[src/func_cfg_pkg.sv]
// Package with offsets, field positions, reset values, timing and carriers.
package func_cfg_pkg;

  // ==========================================================================
  // Register offsets.
  localparam logic [15:0] OPTION_OFFSET = 16'h1020;
  localparam logic [15:0] STATE_OFFSET = 16'h1022;

  // ==========================================================================
  // Option register fields.
  localparam int OPT_SOFT_RESET_BIT = 7;
  localparam int OPT_LEVEL_SEL_BIT = 6;
  localparam int OPT_CONFIGURED_BIT = 0;
  localparam int OPT_WINDOW_BIT = 1;
  localparam int OPT_IRQ_ENABLE_BIT = 2;
  localparam int OPT_PWR_MGR_BIT = 3;
  localparam int OPT_TEST_BIT = 4;
  localparam logic [7:0] OPT_WRITE_MASK = 8'hDF;
  localparam logic [7:0] OPTION_RESET = 8'h00;

  // ==========================================================================
  // State register fields.
  localparam int ST_CHANGED_BIT = 7;
  localparam int ST_GATE_BIT = 6;
  localparam int ST_BYTE_PATH_BIT = 5;
  localparam int ST_AUDIO_BIT = 3;
  localparam int ST_POWER_DOWN_BIT = 2;
  localparam int ST_PENDING_BIT = 1;
  localparam int ST_RETRIGGER_BIT = 0;
  localparam logic [7:0] ST_WRITE_MASK = 8'h6D;
  localparam logic [7:0] STATE_RESET = 8'h00;

  // ==========================================================================
  // Timing: pulse width in clocks, retrigger release time in ns.
  localparam int CLK_PERIOD_NS = 10;
  localparam int PULSE_CYCLES = 16;
  localparam int RETRIG_LOW_NS = 500;
  localparam int RETRIG_CYCLES =
    (RETRIG_LOW_NS + CLK_PERIOD_NS - 1) / CLK_PERIOD_NS;

  // ==========================================================================
  // Host register access carrier.
  typedef struct packed {
    logic wr;
    logic rd;
    logic [15:0] addr;
    logic [7:0] wdata;
  } reg_access_t;

  // Function-side control carrier.
  typedef struct packed {
    logic func_reset;
    logic io_enable;
    logic window_check;
    logic power_manager;
    logic test_mode;
  } func_ctrl_t;

endpackage

[src/func_cfg_regs.sv]
// Function option and state registers with interrupt and status gating.
`timescale 1ns/1ps
module func_cfg_regs #(
  parameter int PULSE_LEN = func_cfg_pkg::PULSE_CYCLES,
  parameter int GAP_LEN = func_cfg_pkg::RETRIG_CYCLES
) (
  // Clock and reset.
  input wire logic clk_sys,
  input wire logic srst,
  // Host card reset pin, active high, from outside the clock domain.
  input wire logic card_reset,
  // Host register access.
  input wire func_cfg_pkg::reg_access_t host_access,
  output logic [7:0] host_rdata,
  // Pin replacement change bits from the neighbouring register.
  input wire logic [7:0] pin_change_bits,
  input wire logic pin_change_clear,
  // Function side inputs, asynchronous pins.
  input wire logic function_interrupt_in,
  input wire logic speaker_input,
  input wire logic ready_busy_state,
  input wire logic power_manager_control,
  // Function side outputs.
  output func_cfg_pkg::func_ctrl_t func_ctrl,
  output logic function_power_control,
  output logic function_pins_float,
  output logic ready_busy_changed,
  // Host side pins, active low.
  output logic irq_req_n,
  output logic status_change_n,
  output logic speaker_out_n
);

  // ==========================================================================
  // Input synchronisers: three stages, a change counts when stages 2 and 3
  // agree.
  logic [2:0] rst_sync_reg;
  logic [2:0] function_interrupt_in_sync_reg;
  logic [2:0] spk_sync_reg;
  logic [2:0] rdy_sync_reg;
  logic card_rst_reg;
  logic card_rst_next;
  logic function_interrupt_in_reg;
  logic function_interrupt_in_next;
  logic spk_reg;
  logic spk_next;
  logic rdy_reg;
  logic rdy_next;

  // Filtered levels update only when the two late stages agree.
  always_comb begin
    card_rst_next = card_rst_reg;
    function_interrupt_in_next = function_interrupt_in_reg;
    spk_next = spk_reg;
    rdy_next = rdy_reg;
    if (rst_sync_reg[1] == rst_sync_reg[2]) begin
      card_rst_next = rst_sync_reg[2];
    end
    if (function_interrupt_in_sync_reg[1] == function_interrupt_in_sync_reg[2]) begin
      function_interrupt_in_next = function_interrupt_in_sync_reg[2];
    end
    if (spk_sync_reg[1] == spk_sync_reg[2]) begin
      spk_next = spk_sync_reg[2];
    end
    if (rdy_sync_reg[1] == rdy_sync_reg[2]) begin
      rdy_next = rdy_sync_reg[2];
    end
  end

  // Synchroniser registers.
  always_ff @(posedge clk_sys) begin
    if (srst) begin
      rst_sync_reg <= 3'h0;
      function_interrupt_in_sync_reg <= 3'h0;
      spk_sync_reg <= 3'h0;
      rdy_sync_reg <= 3'h0;
      card_rst_reg <= 1'b0;
      function_interrupt_in_reg <= 1'b0;
      spk_reg <= 1'b0;
      rdy_reg <= 1'b0;
    end else begin
      rst_sync_reg <= {rst_sync_reg[1:0], card_reset};
      function_interrupt_in_sync_reg <= {function_interrupt_in_sync_reg[1:0], function_interrupt_in};
      spk_sync_reg <= {spk_sync_reg[1:0], speaker_input};
      rdy_sync_reg <= {rdy_sync_reg[1:0], ready_busy_state};
      card_rst_reg <= card_rst_next;
      function_interrupt_in_reg <= function_interrupt_in_next;
      spk_reg <= spk_next;
      rdy_reg <= rdy_next;
    end
  end

  // ==========================================================================
  // Register file.
  logic [7:0] option_reg;
  logic [7:0] option_next;
  logic [7:0] state_reg;
  logic [7:0] state_next;
  logic rdy_last_reg;
  logic rdy_change_reg;
  logic rdy_change_next;
  logic retrig_reg;
  logic retrig_next;
  logic [2:0] settle_reg;
  logic [2:0] settle_next;
  logic wr_option;
  logic wr_state;
  logic configured;
  logic irq_enable;
  logic [7:0] wval;

  assign wr_option = host_access.wr &&
    host_access.addr == func_cfg_pkg::OPTION_OFFSET;
  assign wr_state = host_access.wr &&
    host_access.addr == func_cfg_pkg::STATE_OFFSET;
  assign configured = option_reg[func_cfg_pkg::OPT_CONFIGURED_BIT];
  assign irq_enable = option_reg[func_cfg_pkg::OPT_IRQ_ENABLE_BIT];
  assign wval = host_access.wdata;

  // Next values for both registers; the level select is protected, the
  // index is wiped by soft reset or card reset, and the pending bit is
  // driven by the interrupt input, never by a write.
  always_comb begin
    option_next = option_reg;
    state_next = state_reg;
    retrig_next = 1'b0;
    rdy_change_next = rdy_change_reg;
    settle_next = settle_reg;
    if (wr_option) begin
      option_next = wval & func_cfg_pkg::OPT_WRITE_MASK;
      option_next[func_cfg_pkg::OPT_LEVEL_SEL_BIT] =
        option_reg[func_cfg_pkg::OPT_LEVEL_SEL_BIT];
      if (configured && irq_enable) begin
        option_next[func_cfg_pkg::OPT_LEVEL_SEL_BIT] =
          wval[func_cfg_pkg::OPT_LEVEL_SEL_BIT];
      end
    end
    if (option_next[func_cfg_pkg::OPT_SOFT_RESET_BIT] || card_rst_reg) begin
      option_next[5:0] = 6'h00;
    end
    if (wr_state) begin
      state_next = (wval & func_cfg_pkg::ST_WRITE_MASK) |
        (state_reg & 8'h82);
      if (state_reg[func_cfg_pkg::ST_RETRIGGER_BIT] &&
          !wval[func_cfg_pkg::ST_PENDING_BIT]) begin
        retrig_next = 1'b1;
      end
    end
    state_next[func_cfg_pkg::ST_PENDING_BIT] = function_interrupt_in_reg;
    // The change detector waits until the synchroniser has filled, because
    // its stages reset low while the pin idles high; otherwise leaving
    // reset would itself look like a ready/busy change.
    if (settle_reg != 3'h7) begin
      settle_next = settle_reg + 3'h1;
    end
    if (pin_change_clear) begin
      rdy_change_next = 1'b0;
    end
    if (settle_reg == 3'h7 && rdy_reg != rdy_last_reg) begin
      rdy_change_next = 1'b1;
    end
    state_next[func_cfg_pkg::ST_CHANGED_BIT] =
      |{pin_change_bits, rdy_change_reg};
  end

  // Register updates; a soft reset clears only the option index bits and leaves the
  // state register alone so that the device itself keeps running.
  always_ff @(posedge clk_sys) begin
    if (srst) begin
      option_reg <= func_cfg_pkg::OPTION_RESET;
      state_reg <= func_cfg_pkg::STATE_RESET;
      rdy_last_reg <= 1'b0;
      rdy_change_reg <= 1'b0;
      retrig_reg <= 1'b0;
      settle_reg <= 3'h0;
    end else begin
      option_reg <= option_next;
      state_reg <= state_next;
      rdy_last_reg <= rdy_reg;
      rdy_change_reg <= rdy_change_next;
      retrig_reg <= retrig_next;
      settle_reg <= settle_next;
    end
  end

  // ==========================================================================
  // Read data, registered.
  logic [7:0] rdata_reg;
  logic [7:0] rdata_next;

  // Unmapped addresses read as zero.
  always_comb begin
    rdata_next = 8'h00;
    if (host_access.rd) begin
      if (host_access.addr == func_cfg_pkg::OPTION_OFFSET) begin
        rdata_next = option_reg;
      end else if (host_access.addr == func_cfg_pkg::STATE_OFFSET) begin
        rdata_next = state_reg;
      end
    end
  end

  always_ff @(posedge clk_sys) begin
    if (srst) begin
      rdata_reg <= 8'h00;
    end else begin
      rdata_reg <= rdata_next;
    end
  end

  assign host_rdata = rdata_reg;

  // ==========================================================================
  // Function control and pin outputs, registered.
  logic io_mode;
  logic power_down;
  func_cfg_pkg::func_ctrl_t ctrl_reg;
  func_cfg_pkg::func_ctrl_t ctrl_next;
  logic pwr_reg;
  logic pwr_next;
  logic stschg_n_reg;
  logic stschg_n_next;
  logic spk_n_reg;
  logic spk_n_next;

  assign io_mode = option_reg[5:0] != 6'h00;
  assign power_down = state_reg[func_cfg_pkg::ST_POWER_DOWN_BIT];

  // Outputs to the function and to the host side pins.
  always_comb begin
    ctrl_next.func_reset = option_reg[func_cfg_pkg::OPT_SOFT_RESET_BIT] ||
      card_rst_reg;
    ctrl_next.io_enable = io_mode && configured && !power_down;
    ctrl_next.window_check = option_reg[func_cfg_pkg::OPT_WINDOW_BIT];
    ctrl_next.power_manager = option_reg[func_cfg_pkg::OPT_PWR_MGR_BIT];
    ctrl_next.test_mode = option_reg[func_cfg_pkg::OPT_TEST_BIT];
    if (power_down) begin
      pwr_next = 1'b0;
    end else if (option_reg[func_cfg_pkg::OPT_PWR_MGR_BIT]) begin
      pwr_next = power_manager_control;
    end else begin
      pwr_next = 1'b1;
    end
    stschg_n_next = !(io_mode && state_reg[func_cfg_pkg::ST_CHANGED_BIT] &&
      state_reg[func_cfg_pkg::ST_GATE_BIT]);
    spk_n_next = !(state_reg[func_cfg_pkg::ST_AUDIO_BIT] && configured &&
      spk_reg);
  end

  always_ff @(posedge clk_sys) begin
    if (srst) begin
      ctrl_reg <= '0;
      pwr_reg <= 1'b0;
      stschg_n_reg <= 1'b1;
      spk_n_reg <= 1'b1;
    end else begin
      ctrl_reg <= ctrl_next;
      pwr_reg <= pwr_next;
      stschg_n_reg <= stschg_n_next;
      spk_n_reg <= spk_n_next;
    end
  end

  assign func_ctrl = ctrl_reg;
  assign function_power_control = pwr_reg;
  assign function_pins_float = power_down;
  assign ready_busy_changed = rdy_change_reg;
  assign status_change_n = stschg_n_reg;
  assign speaker_out_n = spk_n_reg;

  // ==========================================================================
  // Interrupt generation; the request is gated by the enable so a polling
  // driver sees the pending bit without host interrupts.
  logic irq_request;

  assign irq_request = function_interrupt_in_reg && irq_enable && configured && io_mode;

  irq_pulse_gen #(
    .PULSE_LEN(PULSE_LEN),
    .GAP_LEN(GAP_LEN)
  ) u_irq (
    .clk_sys(clk_sys),
    .srst(srst),
    .level_mode(option_reg[func_cfg_pkg::OPT_LEVEL_SEL_BIT]),
    .request(irq_request),
    .retrigger(retrig_reg),
    .irq_req_n(irq_req_n)
  );

endmodule

[src/irq_pulse_gen.sv]
// Interrupt request pin generator for level, pulse and retrigger modes.
`timescale 1ns/1ps
module irq_pulse_gen #(
  parameter int PULSE_LEN = func_cfg_pkg::PULSE_CYCLES,
  parameter int GAP_LEN = func_cfg_pkg::RETRIG_CYCLES
) (
  // Clock and reset.
  input wire logic clk_sys,
  input wire logic srst,
  // Control.
  input wire logic level_mode,
  input wire logic request,
  input wire logic retrigger,
  // Pin, active low.
  output logic irq_req_n
);

  localparam int CW = $clog2(PULSE_LEN + GAP_LEN + 1);

  initial begin
    if (PULSE_LEN < 1 || GAP_LEN < 1) begin
      $error("irq_pulse_gen: lengths must be at least one");
    end
  end

  typedef enum logic [1:0] {IDLE, PULSE, GAP, HOLD} irq_state_t;

  irq_state_t state_reg;
  irq_state_t state_next;
  logic [CW-1:0] count_reg;
  logic [CW-1:0] count_next;
  logic req_d_reg;
  logic irq_n_reg;
  logic irq_n_next;

  // Next state: pulse mode fires a fixed pulse, level mode follows request,
  // and in level mode a retrigger releases the pin for a gap before asserting again.
  always_comb begin
    state_next = state_reg;
    count_next = count_reg;
    irq_n_next = 1'b1;
    unique case (state_reg)
      IDLE: begin
        // Level mode follows the request itself, so switching to level mode
        // while a request is already up still asserts the pin.
        if (level_mode ? request : (request && !req_d_reg)) begin
          count_next = '0;
          state_next = level_mode ? HOLD : PULSE;
        end
      end
      PULSE: begin
        // The pin stays low through the last count for a full width.
        irq_n_next = 1'b0;
        count_next = count_reg + 1'b1;
        if (count_reg == CW'(PULSE_LEN - 1)) begin
          state_next = IDLE;
        end
      end
      HOLD: begin
        irq_n_next = 1'b0;
        if (!request || !level_mode) begin
          state_next = IDLE;
          irq_n_next = 1'b1;
        end else if (retrigger) begin
          count_next = '0;
          state_next = GAP;
          irq_n_next = 1'b1;
        end
      end
      GAP: begin
        // Level mode releases the pin here; pulse mode holds it low, since
        // the short pulse would miss the minimum retrigger low time.
        irq_n_next = level_mode;
        count_next = count_reg + 1'b1;
        if (count_reg == CW'(GAP_LEN - 1)) begin
          state_next = IDLE;
        end
      end
    endcase
    if (retrigger && request && state_reg == IDLE) begin
      count_next = '0;
      state_next = GAP;
    end
    if (state_reg == GAP && count_reg == CW'(GAP_LEN - 1) && request &&
        level_mode) begin
      count_next = '0;
      state_next = HOLD;
      irq_n_next = 1'b0;
    end
  end

  // Registers.
  always_ff @(posedge clk_sys) begin
    if (srst) begin
      state_reg <= IDLE;
      count_reg <= '0;
      req_d_reg <= 1'b0;
      irq_n_reg <= 1'b1;
    end else begin
      state_reg <= state_next;
      count_reg <= count_next;
      req_d_reg <= request;
      irq_n_reg <= irq_n_next;
    end
  end

  assign irq_req_n = irq_n_reg;

endmodule

[config.mk]
export PLATFORM = sky130hd
export DESIGN_NAME = func_cfg_regs
export DESIGN_NICKNAME = d
export VERILOG_FILES = /design/src/func_cfg_pkg.sv /design/src/func_cfg_regs.sv /design/src/irq_pulse_gen.sv
export SDC_FILE = /design/constraint.sdc
export NUM_CORES = 1
export LEC_CHECK = 0
export BUFFER_PORTS_ARGS = -buffer_cell sky130_fd_sc_hd__buf_2
export CAP_MARGIN = 10
export CORE_AREA = 2 2 72 74
export DETAILED_ROUTE_END_ITERATION = 12
export DIE_AREA = 0 0 74 76
export PLACE_DENSITY_LB_ADDON = 0.25
export SETUP_SLACK_MARGIN = 0.02
export SYNTH_ARGS = -nofsm -noshare
export SYNTH_HDL_FRONTEND = slang
export SYNTH_SLANG_ARGS = --single-unit
export TNS_END_PERCENT = 30
[constraint.sdc]
create_clock -name clk_sys -period 2.1 [get_ports clk_sys]
set_input_delay 0 -clock clk_sys [delete_from_list [all_inputs] [get_ports clk_sys]]
set_output_delay 0 -clock clk_sys [all_outputs]
set_load 0.005 [all_outputs]
==> results.sh <==
export IMPL_wirelength_mm=5.352
export IMPL_ios=61
export IMPL_cts_sinks=63
export IMPL_crit_arrival_ns=2.19
export IMPL_fin_crit_ns=1.942
export IMPL_yosys_warnings=0
export IMPL_synth_distinct_cells=37
export IMPL_p_per_area_nw_per_um2=767.2
export IMPL_cts_clk_slew_worst_paths_ns=0.06
export IMPL_hold_viol=0
export IMPL_run_status="finished clean"
export IMPL_cts_tree="built"
export IMPL_grt_pass1_wl_mm=8.887
export IMPL_drive_above_1_share_pct=24.58
export IMPL_dp_cells=392
export IMPL_cp_max_fo=4
export IMPL_synth_area_leader_cell="dfxtp_1"
export IMPL_fillers=418
export IMPL_diodes=0
export IMPL_cts_buffers=9
export IMPL_finClkSkew_ns=0.007779
export IMPL_grt_use_total_pct=20.33
export IMPL_critPathCaptureType="flop"
export IMPL_synth_mux_area_share_pct=1.639
export IMPL_fin_crit_sh_pct=92.49
export IMPL_drc=0
export IMPL_vdd_drop_max_mv=0.4733
export IMPL_dieArea_um2=5624
export IMPL_vias=2169
export IMPL_die_w_um=74
export IMPL_area_delta_synth_final_pct=31.10
export IMPL_worstSetupStartpointType="flop"
export IMPL_fin_cells=424
export IMPL_cts_setup_buffers=0
export IMPL_synth_top_family_by_area="simple AND/OR/NAND/NOR gates"
export IMPL_rsz0062_at_grt="no"
export IMPL_io_buffers=60
export IMPL_dp_hpwl_mm=3.588
export IMPL_chipHeight_um=76
export IMPL_setup_viol=0
export IMPL_synth_top_cells_by_area="dfxtp_1, nor2b_1, ha_1"
export IMPL_yosys_area_share_adder_pct=4.611
export IMPL_antenna_found_initial=0
export IMPL_synthCells=267
export IMPL_multi_input_area_um2=1132
export IMPL_largest_register_ff_count=8
export IMPL_start_util_pct=49.72
export IMPL_ff_latch_area_um2=1262
export IMPL_whs_ns=0.01873
export IMPL_clock_root_buffer="clkbuf_8"
export IMPL_synth_top_cell_area_share_pct=51.64
export IMPL_drv_slew=0
export IMPL_grt_pass1_vias=2045
export IMPL_min_path_type="input pin to flop"
export IMPL_cp_required_ns=2.35
export IMPL_gp_congestion=0.8522
export IMPL_worst_pin_slew_ns=0.6294
export IMPL_clk_path_buf_depth=2
export IMPL_h_tree_depth=3
export IMPL_synthesis_nets=318
export IMPL_fmax_mhz=514.9
export IMPL_finalSetupTns_ns=0
export IMPL_drv_cap=0
export IMPL_rows=26
export IMPL_ys_seq_elements=63
export IMPL_avgSynthCellArea_um2=9.147
export IMPL_clk_insertion_delay_late_ns=0.33
export IMPL_synth_area_um2=2442
export IMPL_synth_xor_area_share_pct=0.7172
export IMPL_drt_iter0_drc=153
export IMPL_nNetsFinal=401
export IMPL_ys_seq_area_share_pct=51.64
export IMPL_max_slew_margin_pct=58.04
export IMPL_core_area_um2=4912
export IMPL_p_leak_nw=1.303
export IMPL_yosys_area_share_simple_pct=27.56
export IMPL_overflow=0
export IMPL_path_class="flop to flop"
export IMPL_ant_nets=0
export IMPL_drtPass1Iterations=5
export IMPL_grt_max_degree=37
export IMPL_wl_per_cell_um=12.62
export IMPL_synth_compound_area_share_pct=11.83
export IMPL_viasPerCell=5.116
==> cells in the mapped netlist (all sizes together) <==
cell type	instances
a211oi	1
a21o	1
a21oi	20
a221o	1
a22oi	5
a31oi	3
and2	5
and3	3
and4	1
buf	2
clkbuf	6
dfxtp	63
ha	9
inv	5
mux2i	4
nand2	26
nand2b	2
nand3	20
nand4	3
nand4b	2
nor2	17
nor2b	22
nor3	6
nor3b	1
nor4	2
nor4b	3
o21ai	19
o41ai	1
or2	4
or3	5
or3b	2
or4b	1
xor2	2
==> cells in the final DEF (no fill, tap or decap), types with 2 or more instances in the layout <==
cell,instances
dfxtp_1,62
buf_2,60
nand2_1,26
nor2b_1,22
nand3_1,20
a21oi_1,20
nor2_1,17
dlygate4sd3_1,17
o21ai_0,16
clkbuf_8,12
ha_1,9
nor3_1,6
inv_1,5
and2_1,5
a22oi_1,5
or2_2,4
mux2i_1,4
nor4b_1,3
nand4_1,3
or3_1,3
and3_1,3
a31oi_1,3
buf_4,3
nor4_1,2
o21ai_1,2
nand2b_1,2
nand4b_1,2
or3_2,2
xor2_1,2
==> per-layer routing <==
metal | GRT usage [%] | vias up | routed length, µm
met5 | 0 | - | 0
met4 | 10.00 | 0 | 109
met3 | 4.894 | 12 | 206
met2 | 32.50 | 60 | 2615
met1 | 25.15 | 998 | 2420
li1 | - | 1099 | -
==> layout make-up <==
cell class	instances	area share (%)
flip-flops and latches	63	39.43
clock buffers	13	5.275
multi-input cells	191	35.37
clock inverters	2	1.211
well taps	70	2.735
repair buffers	80	15.40
inverters	5	0.5862
==> cells by family after synthesis <==
group                    after synthesis
AND/OR/NAND/NOR                      125
flip-flops                            63
AO/OA/AOI/OAI                         51
buffers and inverters                 13
adder cells (fa/ha/maj)                9
multiplexers                           4
XOR/XNOR                               2
==> worst max-delay path, cell delays in order, from the launching register on <==
cell,delay (ns)
dfxtp_1,0.34
inv_1,0.06
ha_1,0.12
or4b_4,0.46
o21ai_1,0.15
nand4_1,0.16
or3b_1,0.40
a31oi_1,0.17
==> worst paths after layout <==
| path | from | to | slack, ns | cells after the start |
|---|---|---|---|---|
| worst max-delay path | u_irq.count_reg[1] | u_irq.state_reg[1] | 0.16 | 7 |
| worst min-delay path | host_access[25] | state_reg[5] | 0.02 | 3 |
| worst max register to register | u_irq.count_reg[1] | u_irq.state_reg[1] | 0.16 | 7 |
| worst min register to register | state_reg[6] | status_change_n | 0.42 | 1 |
==> timing repair <==
action                     in CTS  in global routing
hold endpoints to repair       20                  0
gates resized for setup         0                  1
hold buffers                   17                  0
setup endpoints to repair       0                  1
==> report_power, final <==
part	internal [mW]	total (mW)	switching, mW
clock network	0.642	1.06	0.422
registers	1.22	1.23	0.0112
logic	0.0872	0.165	0.0781
==> metrics by stage <==
step / power [mW] / cell area (µm²) / util (%) / worst slack, ns
2_1_floorplan: 1.328 / 2442 / - / 0.2965
3_3_place_gp: 1.387 / 2823 / 57.46 / 0.2414
3_5_place_dp: 1.393 / 2823 / 57.46 / 0.1566
4_1_cts: 2.477 / 3201 / 65.16 / 0.1381
5_1_grt: 2.571 / 3202 / 65.18 / 0.05736
6_report: 2.456 / 3202 / 65.18 / 0.1577
Note: power is estimated with default switching activity, not from simulation.
